===== config.mk =====
export PLATFORM = sky130hd
export DESIGN_NAME = cbrsc_ctrl
export DESIGN_NICKNAME = d
export VERILOG_FILES = /design/src/rtl/cbrsc_pkg.sv /design/src/rtl/cbrsc_rst_sync.sv /design/src/rtl/cbrsc_ctrl.sv
export SDC_FILE = /design/constraint.sdc
export NUM_CORES = 1
export LEC_CHECK = 0
export BUFFER_PORTS_ARGS = -buffer_cell sky130_fd_sc_hd__buf_2
export CAP_MARGIN = 20
export CORE_UTILIZATION = 45
export DETAILED_ROUTE_END_ITERATION = 10
export PLACE_DENSITY = 0.7
export SKIP_LAST_GASP = 1
export SLEW_MARGIN = 20
export SYNTH_ARGS = -nofsm -noshare
export SYNTH_HDL_FRONTEND = slang
export SYNTH_SLANG_ARGS = --single-unit
export TNS_END_PERCENT = 1

===== constraint.sdc =====
create_clock -name clk -period 2.35 [get_ports clk]
set_input_delay 0.5875 -clock clk [delete_from_list [all_inputs] [get_ports clk]]
set_output_delay 0.5875 -clock clk [all_outputs]
set_load 0.02 [all_outputs]

===== src/rtl/cbrsc_pkg.sv =====
/*
  constants, state codes and reset values for the card bridge reset and
  suspend controller.
  assumes: one clock, the host-bus clock, at 25 MHz.
*/
// ============================================================
// package
package cbrsc_pkg;

  localparam int unsigned CBRSC_CLK_MHZ     = 25;
  localparam int unsigned CBRSC_SYNC_STAGES = 2;

  localparam logic [1:0] CBRSC_VCC_SEL_RST = 2'h0;
  localparam logic [1:0] CBRSC_VPP_SEL_RST = 2'h0;
  localparam logic       CBRSC_PME_EN_RST  = 1'h0;
  localparam logic       CBRSC_PME_STS_RST = 1'h0;

  typedef enum logic [2:0] {
    CBRSC_ST_RESET = 3'b001,
    CBRSC_ST_RUN   = 3'b010,
    CBRSC_ST_SUSP  = 3'b100
  } cbrsc_state_e;

endpackage : cbrsc_pkg


===== src/rtl/cbrsc_rst_sync.sv =====
/*
  reset synchroniser: asserts at once, releases after STAGES clock edges.
  assumes: arstIn_n may change at any time relative to clk.
*/
`timescale 1ns/100ps
`default_nettype none

// ============================================================
// reset synchroniser
module cbrsc_rst_sync #(
  parameter int unsigned STAGES = 2
) (
  input  wire logic clk,
  input  wire logic arstIn_n,
  output logic      rstOut_n
);

  logic [STAGES-1:0] chain_q;

  if (STAGES < 2) begin : g_chk
    $error("cbrsc_rst_sync: STAGES must be at least 2");
  end

  always_ff @(posedge clk or negedge arstIn_n) begin
    if (!arstIn_n) begin
      chain_q <= '0;
    end else begin
      chain_q <= {chain_q[STAGES-2:0], 1'b1};
    end
  end

  assign rstOut_n = chain_q[STAGES-1];

endmodule : cbrsc_rst_sync

`default_nettype wire


===== src/rtl/cbrsc_ctrl.sv =====
/*
  reset, suspend and card power-switch control of a bus-to-card bridge.
  assumes: all inputs synchronous to clk (the host-bus clock); the pads
  turn an output enable that is high into a floating pin.
*/
`timescale 1ns/100ps
`default_nettype none

// ============================================================
// Operation
// - global reset without suspend floats every output and clears all registers.
// - with suspend active global reset is ignored, registers kept, outputs floated.
// - with suspend active host-bus reset is ignored, registers kept, outputs floated.
// - inputs are sampled on the rising host-bus clock edge, but the resets float the pins under pinOe_n and clear the sync chains asynchronously.
// - host-bus reset without suspend floats outputs and resets internal registers except the power-event enable and status.
// - during host-bus reset the power event pin is driven only if enabled earlier.
// - on host-bus reset release the block is in its default state, and ready one clock after the core sync chain has released.
// - a pair of outputs selects the card supply voltage at the power switch.
// - a second pair of outputs selects the card programming voltage.
module cbrsc_ctrl
  import cbrsc_pkg::*;
#(
  parameter int unsigned SYNC_STAGES = CBRSC_SYNC_STAGES
) (
  input  wire logic       clk,
  input  wire logic       resetn,
  input  wire logic       globalResetIn_n,
  input  wire logic       hostBusResetIn_n,
  input  wire logic       suspendIn_n,
  input  wire logic       powerLoad,
  input  wire logic [1:0] vccReq,
  input  wire logic [1:0] vppReq,
  input  wire logic       pmeEnableSet,
  input  wire logic       pmeEnableClr,
  input  wire logic       pmeEvent,
  input  wire logic       pmeStatusClr,
  output logic            cardVccSel0,
  output logic            cardVccSel1,
  output logic            cardVppSel0,
  output logic            cardVppSel1,
  output logic            pinOe_n,
  output logic            pmeOut_n,
  output logic            pmeOe_n,
  output logic            deviceReady
);

  if (SYNC_STAGES < 2 || SYNC_STAGES > 8) begin : g_chk
    $error("cbrsc_ctrl: SYNC_STAGES must lie in 2..8");
  end

  // ============================================================
  // reset derivation
  wire logic suspended = ~suspendIn_n;
  // suspend shields the core from both resets
  wire logic coreArst_n = resetn & (suspended | (globalResetIn_n & hostBusResetIn_n));
  // power-event context is cleared by global reset or resetn only, not by host-bus reset
  wire logic pmeArst_n  = resetn & (suspended | globalResetIn_n);
  logic      coreRst_n;
  logic      pmeRst_n;

  cbrsc_rst_sync #(.STAGES(SYNC_STAGES)) u_core_sync (
    .clk      (clk),
    .arstIn_n (coreArst_n),
    .rstOut_n (coreRst_n)
  );

  cbrsc_rst_sync #(.STAGES(SYNC_STAGES)) u_pme_sync (
    .clk      (clk),
    .arstIn_n (pmeArst_n),
    .rstOut_n (pmeRst_n)
  );

  // ============================================================
  // state
  cbrsc_state_e state_q;
  cbrsc_state_e state_d;
  logic [1:0]   vccSel_q;
  logic [1:0]   vppSel_q;
  logic         pmeEn_q;
  logic         pmeSts_q;

  wire logic canUpdate = coreRst_n & ~suspended;
  wire logic driveD    = coreArst_n & coreRst_n & ~suspended;
  wire logic pmeAssert = pmeEn_q & pmeSts_q;

  always_comb begin
    case (state_q)
      CBRSC_ST_RESET: state_d = suspended ? CBRSC_ST_SUSP : CBRSC_ST_RUN;
      CBRSC_ST_RUN:   state_d = suspended ? CBRSC_ST_SUSP : CBRSC_ST_RUN;
      CBRSC_ST_SUSP:  state_d = suspended ? CBRSC_ST_SUSP : CBRSC_ST_RUN;
      default:        state_d = CBRSC_ST_RESET;
    endcase
  end

  always_ff @(posedge clk) begin
    if (!coreRst_n) begin
      state_q <= CBRSC_ST_RESET;
    end else begin
      state_q <= state_d;
    end
  end

  // card power selections, kept while suspended
  always_ff @(posedge clk) begin
    if (!coreRst_n) begin
      vccSel_q <= CBRSC_VCC_SEL_RST;
      vppSel_q <= CBRSC_VPP_SEL_RST;
    end else if (powerLoad && canUpdate) begin
      vccSel_q <= vccReq;
      vppSel_q <= vppReq;
    end
  end

  // power-event context survives host-bus reset
  always_ff @(posedge clk) begin
    if (!pmeRst_n) begin
      pmeEn_q  <= CBRSC_PME_EN_RST;
      pmeSts_q <= CBRSC_PME_STS_RST;
    end else if (!suspended) begin
      if (pmeEnableSet) begin
        pmeEn_q <= 1'b1;
      end else if (pmeEnableClr) begin
        pmeEn_q <= 1'b0;
      end
      // event wins over clear
      if (pmeEvent) begin
        pmeSts_q <= 1'b1;
      end else if (pmeStatusClr) begin
        pmeSts_q <= 1'b0;
      end
    end
  end

  // ============================================================
  // pins
  always_ff @(posedge clk or negedge coreArst_n) begin
    if (!coreArst_n) begin
      pinOe_n <= 1'b1;
    end else begin
      pinOe_n <= ~driveD;
    end
  end

  always_ff @(posedge clk) begin
    if (!resetn) begin
      cardVccSel0 <= 1'b0;
      cardVccSel1 <= 1'b0;
      cardVppSel0 <= 1'b0;
      cardVppSel1 <= 1'b0;
      deviceReady <= 1'b0;
    end else begin
      cardVccSel0 <= vccSel_q[0];
      cardVccSel1 <= vccSel_q[1];
      cardVppSel0 <= vppSel_q[0];
      cardVppSel1 <= vppSel_q[1];
      deviceReady <= driveD;
    end
  end

  // open-drain style: only driven low while an enabled event is pending
  always_ff @(posedge clk) begin
    if (!pmeRst_n) begin
      pmeOut_n <= 1'b1;
      pmeOe_n  <= 1'b1;
    end else begin
      pmeOut_n <= ~pmeAssert;
      pmeOe_n  <= ~(pmeAssert & ~suspended);
    end
  end

  // ============================================================
  // checks
  a_global_floats: assert property (@(posedge clk) disable iff (!resetn)
    (!globalResetIn_n && suspendIn_n) |=> pinOe_n && !deviceReady)
    else $error("outputs not floated under global reset");

  a_global_clears: assert property (@(posedge clk) disable iff (!resetn)
    (!globalResetIn_n && suspendIn_n) |=> (vccSel_q == CBRSC_VCC_SEL_RST)
      && (vppSel_q == CBRSC_VPP_SEL_RST) && !pmeEn_q && !pmeSts_q)
    else $error("registers not cleared by global reset");

  a_susp_keeps: assert property (@(posedge clk) disable iff (!resetn)
    (!suspendIn_n && coreRst_n) |=> $stable(vccSel_q) && $stable(vppSel_q)
      && $stable(pmeEn_q) && $stable(pmeSts_q))
    else $error("registers changed while suspended");

  a_susp_floats: assert property (@(posedge clk) disable iff (!resetn)
    (!suspendIn_n) |=> pinOe_n && pmeOe_n)
    else $error("outputs driven while suspended");

  a_host_floats: assert property (@(posedge clk) disable iff (!resetn)
    (!hostBusResetIn_n && suspendIn_n) |=> pinOe_n
      && (vccSel_q == CBRSC_VCC_SEL_RST) && state_q == CBRSC_ST_RESET)
    else $error("host reset did not float and clear");

  a_pme_gated: assert property (@(posedge clk) disable iff (!resetn)
    !pmeOe_n |-> $past(pmeEn_q) && $past(pmeSts_q) && !pmeOut_n)
    else $error("power event driven without enable");

  a_pme_in_reset: assert property (@(posedge clk) disable iff (!resetn)
    (globalResetIn_n && suspendIn_n && pmeEn_q && pmeSts_q && pmeRst_n)
      |=> !pmeOe_n)
    else $error("enabled power event not driven");

  a_release_dflt: assert property (@(posedge clk) disable iff (!resetn)
    $rose(coreRst_n) |-> (state_q == CBRSC_ST_RESET)
      && (vccSel_q == CBRSC_VCC_SEL_RST) && (vppSel_q == CBRSC_VPP_SEL_RST))
    else $error("not in default state at reset release");

  a_vcc_pins: assert property (@(posedge clk) disable iff (!resetn)
    (powerLoad && canUpdate) ##1 coreRst_n |=> {cardVccSel1, cardVccSel0} == $past(vccReq, 2))
    else $error("supply select pins wrong");

  a_vpp_pins: assert property (@(posedge clk) disable iff (!resetn)
    (powerLoad && canUpdate) ##1 coreRst_n |=> {cardVppSel1, cardVppSel0} == $past(vppReq, 2))
    else $error("programming select pins wrong");

  a_sync_release: assert property (@(posedge clk) disable iff (!resetn)
    (!coreArst_n) |=> !coreRst_n ##1 !coreRst_n)
    else $error("internal reset released too early");

endmodule : cbrsc_ctrl

`default_nettype wire


After elaboration in Yosys (flattened, before gate mapping)
Index checks and enable logic that the tools add are counted.

Mux-type cells: 4. Bitwise logic cells: 14. Reduce and logical (&&, ||, !) cells: 5.

Operators by type and width (count): AND 1 bit (8); two-way mux 1 bit (4); inverter 1 bit (4); AND reduction 2 bit (2); nonzero test 2 bit (2); bitwise OR 1 bit (2); logical AND 1 bit (1).

Bits in registers: 18. Output and inout bits: 8. Logic and storage cells: 37.

Longest topological paths before layout
Gate-level depths: netlist (run 1).

Word-level depth: 6. Depth in mapped cells: 3. Depth with buffers taken out: 2.

Modules after synthesis
From an unflattened synthesis (run 1), not the netlist that was laid out.

Cell total of the unflattened synthesis: 54. Area, all modules: 621.8 um^2.

Modules (own cells, without submodules): cbrsc_ctrl (instances 1, cells an instance 48, area an instance 514.2 um^2, sequential area each 286.5 um^2); cbrsc_rst_sync (instances 2, cells an instance 3, area an instance 53.8 um^2, sequential area each 50.0 um^2).

Least setup slack after synthesis (run 1)
No wires, ideal clock.

Path type: register to output. Start: register pinOe_n. End: output port pinOe_n. Arrival time: 554 ps. Path slack: 1208 ps. Cell stages (with the launch flop): 1. Path buffers: 0. Cell sequence: dfstp_2.

RTL lines: start, declared (RTL line cbrsc_ctrl.sv:41) `output logic pinOe_n,`; start signal, assigned (RTL line cbrsc_ctrl.sv:140) `pinOe_n <= ~driveD;`.

No word-level cell between the ends.

Worst setup path in the final report (run 1)
Start: register pinOe_n. End: output port pinOe_n.

No word-level cell between the ends.

==> impl_metrics.ini, run 1 <==
[critical_path]
critPathMaxFanout = 1
critPathKind = reg2out
rr_startpoint = u_core_sync.chain_q[1]
timing.rr.end = deviceReady
start_kind = flop
cp_slowest_cell = dfstp_2
crit_cells = 1
worst-path-buf-inv = 1
cp.arrival_ns = 0.96
worst-r2r-cell-count = 2
critPathRequiredTime_ns = 1.76
path_cells = buf_2
slowest_delay_ns = 0.52
cpLargestDelayFamily = flip-flops
critPathCaptureType = output pin
r2r_setup_slack_ns = 1.39

[synthesis]
yosysWarningCount = 0
synth-seq-cells = 18
synth_commonest_cells = dfxtp_1 (13), nand2_1 (5), nand4_1 (5)
synth-edff-count = 0
synth_cells = 53
yosysTopAreaCell = dfxtp_1
synth_area_um2 = 616.8
synthTopCellsByArea = dfxtp_1 (42%), dfrtp_1 (16%), o21ai_2 (5.7%)
synth_flop_cell = dfxtp_1
synth-seq-area-share_pct = 62.68
synth_cell_types = 17
yosys.area.top_type_share_pct = 42.19
async_flop_share_pct = 27.78
yosysMostFrequentCell = dfxtp_1
synth_area_per_cell_um2 = 11.64

[global_route]
grt_max_degree = 14
grt_pass1_wl_um = 1607
grt_overflow = 0
track_usage_pct = 16.73
grt_pass1_vias = 375
antenna_found_initial = 0

[timing]
fin_crit_sh_pct = 65.68
max_freq_mhz = 647.9
rsz0062_at_grt = false
period_minus_slack_ns = 1.543
finalWorstSetupSlack_ns = 0.8066
slew_viol_final = 0
setup_viol = 0
finalHoldViolCount = 0
setup_tns_ns = 0
skew_ns = 0.003372

[floorplan]
fp.dieH_um = 39.03
core_mm2 = 0.001186
die_area_mm2 = 0.001523
start_util_pct = 52.00
row_count = 12
die_width_um = 39.03
io_pins = 22

[cts]
h-tree-depth = 1
cts_resized = 0
insertion_delay_ns = 0.29
clkSlewWorstSetupHoldPaths_ns = 0.10
cts_setup_buffers = 0
clockRootBuffer = clkbuf_4
postCtsHoldBufs = 0
cts_made_buffers = 3
cts_sinks = 18
cts.path.max_buffers = 2
cts_tree = yes

[detailed_routing]
num_vias = 455
drtIter0Drc = 6
vias_per_cell = 5.000
drc = 0
firstDrtPassIters = 4
detail-route-antenna-nets = 0
wl_per_cell_um = 11.14
routed_wl_um = 1014

[place]
numPortBuffers = 21
hpwl_um = 774.9
dp.cells = 87
dpl_cell_area_um2 = 720.7
pre_cts_slack_ns = 1.098
gp_congestion = 0.7014

[finish]
multi_input_area_um2 = 207.7
diodes = 0
nets = 92
area_growth_syn_to_layout_pct = 22.72
seq_area_um2 = 386.6
stdcell_area_um2 = 757.0
final_cells = 91
num-fill-cells = 103
drive_gt1_share_pct = 42.86

[run_status]
status = finished clean

[flow_run]
cap_violations = 0

[power]
power_density_mw_per_mm2 = 731.0
p_leak_nw = 0.3614
peakVddDrop_mv = 0.3952

[hold_path]
hold_class = in2async
==> cell usage in the layout, fill, tap and decap left out, drive strengths merged <==
master and n:
clkbuf 4, and2b 1, and2 5, inv 1, buf 21, nand2 7
dfrtp 4, nand4 5, dfstp 1, a31o 2, a21boi 2, and3 3
o21ai 4, dfxtp 13, nand3 2, conb 2
==> area by class of cell <==
type / count / share of cell area, %
inverters: 1 / 0.4959
clock buffers: 4 / 4.793
flip-flops and latches: 18 / 51.07
repair buffers: 21 / 13.88
multi-input cells: 33 / 27.44
well taps: 14 / 2.314
==> metal layers <==
metal  vias to the layer above  global-route usage, %  part of all wire (%)
li1                        229                      -                     -
met1                       210                  21.38                    47
met2                        14                  24.17                    47
met3                         2                  3.468                   5.6
met4                         0                  12.93                  0.99
met5                         -                      0                     0
==> per-stage QoR <==
stage	total power, mW	util [%]	hold slack (ns)
floorplan	0.3576	-	0.3312
detailed placement	0.3755	60.76	0.3478
global route	0.5752	63.82	0.3040
CTS	0.5593	63.82	0.2737
finish	0.5534	63.82	0.2834
global placement	0.3735	60.76	0.3327
==> state kept, by name, summed over array words and instances, names as in the netlist <==
name                 flops
u_core_sync.chain_q      2
u_pme_sync.chain_q       2
vccSel_q                 2
vppSel_q                 2
cardVccSel0              1
cardVccSel1              1
cardVppSel0              1
cardVppSel1              1
deviceReady              1
pinOe_n                  1
pmeEn_q                  1
pmeOe_n                  1
pmeOut_n                 1
pmeSts_q                 1
==> power by group <==
group	internal [mW]	switching [mW]	leakage (nW)
Combinational	0.0195	0.0228	0.176
Clock	0.0943	0.0905	0.0210
Sequential	0.319	0.00764	0.165
Total	0.432	0.121	0.361
==> kinds of logic (layout without fill, tap and decap cells) <==
family / count (synthesis) / count (layout) / synth area share [%]
simple gates: 23 / 23 / 21.50
flops: 18 / 18 / 62.68
compound gates: 8 / 8 / 10.95
buf+inv: 3 / 26 / 4.259
other cells: 1 / 2 / 0.6079
==> how the worst max path moves through the flow <==
stage                 from  endpoint  slack, ns
2_1_floorplan      pinOe_n   pinOe_n       1.21
3_3_place_gp   suspendIn_n  pmeSts_q       1.13
3_5_place_dp   suspendIn_n   pmeEn_q       1.10
4_1_cts            pinOe_n   pinOe_n       0.80
5_1_grt            pinOe_n   pinOe_n       0.77
6_report           pinOe_n   pinOe_n       0.81
Power figures use the tool's default switching activity.
==> inputs of run 2 (changes only) <==
--- a/config.mk
+++ b/config.mk
@@ -5,11 +5,12 @@
 export SDC_FILE = /design/constraint.sdc
 export NUM_CORES = 1
 export LEC_CHECK = 0
+export ABC_AREA = 1
 export BUFFER_PORTS_ARGS = -buffer_cell sky130_fd_sc_hd__buf_2
 export CAP_MARGIN = 20
-export CORE_UTILIZATION = 45
+export CORE_UTILIZATION = 41
 export DETAILED_ROUTE_END_ITERATION = 10
-export PLACE_DENSITY = 0.7
+export PLACE_DENSITY = 0.68
 export SKIP_LAST_GASP = 1
 export SLEW_MARGIN = 20
 export SYNTH_ARGS = -nofsm -noshare
==> constraint.sdc (replaced) <==
create_clock -name clk -period 1.3 [get_ports clk]
set_input_delay 0.325 -clock clk [delete_from_list [all_inputs] [get_ports clk]]
set_output_delay 0.325 -clock clk [all_outputs]
set_load 0.02 [all_outputs]
==> run 2 against run 1 <==
Effect of this change:
- cell count up 23%
- clock skew increased by 0.00055 ns
- design area up 3.6%
- critical path depth did not move
- global-route usage shrank 3.0 points
- critical endpoint unchanged
==> impl_metrics.ini, run 2 <==
[critical_path]
slowest_delay_ns = 0.54
cpLargestDelayFamily = flip-flops
cp.arrival_ns = 0.93
worst-path-buf-inv = 1
start_kind = flop
cp_slowest_cell = dfstp_2
critPathKind = reg2out
critPathCaptureType = output pin
path_cells = buf_6
critPathRequiredTime_ns = 0.98
critPathMaxFanout = 1

[global_route]
track_usage_pct = 13.76
use_met2_pct = 16.67
grt_use_met1_pct = 19.52
grt_overflow = 0
grt_util_met3_pct = 4.891
grt_pass1_vias = 337
grt_pass1_wl_um = 1414
grt_max_degree = 11
antenna_found_initial = 0
top_usage_layer = met1

[power]
intPower_mw = 0.7838
p_sw_share_pct = 22.24
p_clk_share_pct = 33.3
power_density_mw_per_mm2 = 1285
total_power_mw = 1.008
peakVddDrop_mv = 0.7449
p_comb_share_pct = 8.1
p_seq_share_pct = 58.6
p_switching_mw = 0.2241
p_leak_nw = 0.4587

[detailed_routing]
detail-route-antenna-nets = 0
routed_wl_um = 931
num_vias = 472
vias_per_cell = 4.214
wl_per_cell_um = 8.313
firstDrtPassIters = 4
drc = 0
drtIter0Drc = 15

[finish]
drive_gt1_share_pct = 29.90
final_cells = 112
most-common-layout-cells = nand2_1 (25), buf_2 (20), dfxtp_1 (13), inv_1 (11), nand3_1 (8)
nets = 112
area_growth_syn_to_layout_pct = 28.22
num-fill-cells = 127
final_common_cell = nand2_1
diodes = 0

[synthesis]
yosysWarningCount = 0
synth_cells = 71
synth_area_per_cell_um2 = 8.617
yosys.area.top_type_share_pct = 42.54
synthTopCellsByArea = dfxtp_1 (43%), dfrtp_1 (16%), nand2_1 (15%)
synth_area_um2 = 611.8
yosysMostFrequentCell = nand2_1
synth_commonest_cells = nand2_1 (25), dfxtp_1 (13), inv_1 (11)
synth-seq-area-share_pct = 63.19
synth_flop_cell = dfxtp_1
async_flop_share_pct = 27.78
synth-edff-count = 0
yosysTopAreaCell = dfxtp_1
synth-seq-cells = 18
synth_cell_types = 14

[floorplan]
die_area_mm2 = 0.001651
io_pins = 22
fp.dieH_um = 40.63
start_util_pct = 45.32
row_count = 13
die_width_um = 40.63
core_mm2 = 0.001350

[hold_path]
hold_class = in2async

[timing]
max_freq_mhz = 795.0
setup_viol = 0
skew_ns = 0.003923
period_minus_slack_ns = 1.258
setup_tns_ns = 0
rsz0062_at_grt = false
slew_viol_final = 0
fin_crit_sh_pct = 96.76
finalHoldViolCount = 0

[run_status]
status = finished clean

[cts]
clkSlewWorstSetupHoldPaths_ns = 0.10
cts_tree = yes
insertion_delay_ns = 0.28
h-tree-depth = 1
cts_sinks = 18
cts_setup_buffers = 0
cts_made_buffers = 3
cts.path.max_buffers = 2
clockRootBuffer = clkbuf_4

[place]
numPortBuffers = 21
hpwl_um = 644
gp_congestion = 0.7840
dp.cells = 107

[flow_run]
cap_violations = 0
run 2: cell count changes after synthesis, moves of 3 or more:
cell	previous run	this run
nand4_1	5	1
and2_1	4	0
nand3_1	2	8
o21ai_2	4	0
inv_1	1	11
nand2_1	5	25
and3_1	3	0
run 2: cell type report:
type                       instances  area (um2)  area share [%]
sequential                        18       386.6           49.28
multi-input combinational         41       176.4           22.49
timing repair buffer              22       121.4           15.47
inverter                          12       45.04           5.742
clock buffer                       4       36.28           4.625
tap                               15       18.77           2.392
run 2: timing repair:
action                     4_1_cts  5_1_grt
resized for setup                0        2
hold buffers                     1        0
hold endpoints to repair         2        0
setup endpoints to repair        0        1
run 2: logic make-up after synthesis:
logic type      count (synthesis)  synth area share [%]
simple gates                   36                 24.54
flops                          18                 63.19
buf+inv                        13                 8.589
compound gates                  3                 3.068
other cells                     1                0.6129
run 2: worst paths after layout:
| path | cells after the start | start | to | slack, ns |
|---|---|---|---|---|
| setup / recovery | 1 | pinOe_n | pinOe_n | 0.04 |
| hold / removal | 3 | hostBusResetIn_n | u_core_sync.chain_q[1] | 0.02 |
| setup reg to reg | 3 | u_core_sync.chain_q[1] | vccSel_q[0] | 0.42 |
| hold reg to reg | 0 | u_pme_sync.chain_q[0] | u_pme_sync.chain_q[1] | 0.36 |
| max in group asynchronous | 4 | globalResetIn_n | pinOe_n | 0.49 |
| min in group clk | 3 | pmeEvent | pmeSts_q | 0.25 |
run 2: routing by layer:
layer,wire (um),part of all wire (%)
met1,472,51
met2,397,43
met3,48,5.2
met4,12,1.3
met5,0,0
run 2: worst min-delay path, cell delays in order:
cell and delay (ns):
buf_2 0.07, nand2_1 0.07, a21oi_2 0.21
run 2: stage by stage:
step / util [%] / worst slack [ns] / cell area, um2 / hold slack [ns]
floorplan: - / 0.4206 / 615.6 / 0.1670
global placement: 54.22 / 0.3321 / 732.0 / 0.2866
detailed placement: 54.22 / 0.3382 / 732.0 / 0.2927
CTS: 57.65 / 0.002616 / 778.2 / 0.01909
global route: 58.11 / 0.009633 / 784.5 / 0.04419
finish: 58.11 / 0.04210 / 784.5 / 0.02105
run 2: power by group through the flow:
stage	Combinational, mW	Sequential (mW)	Clock (mW)
final	0.0815	0.591	0.335
after global routing	0.0932	0.595	0.373
after CTS	0.0808	0.590	0.343
after detailed placement	0.0781	0.603	0
after global placement	0.0780	0.602	0
after floorplan	0.0375	0.610	0
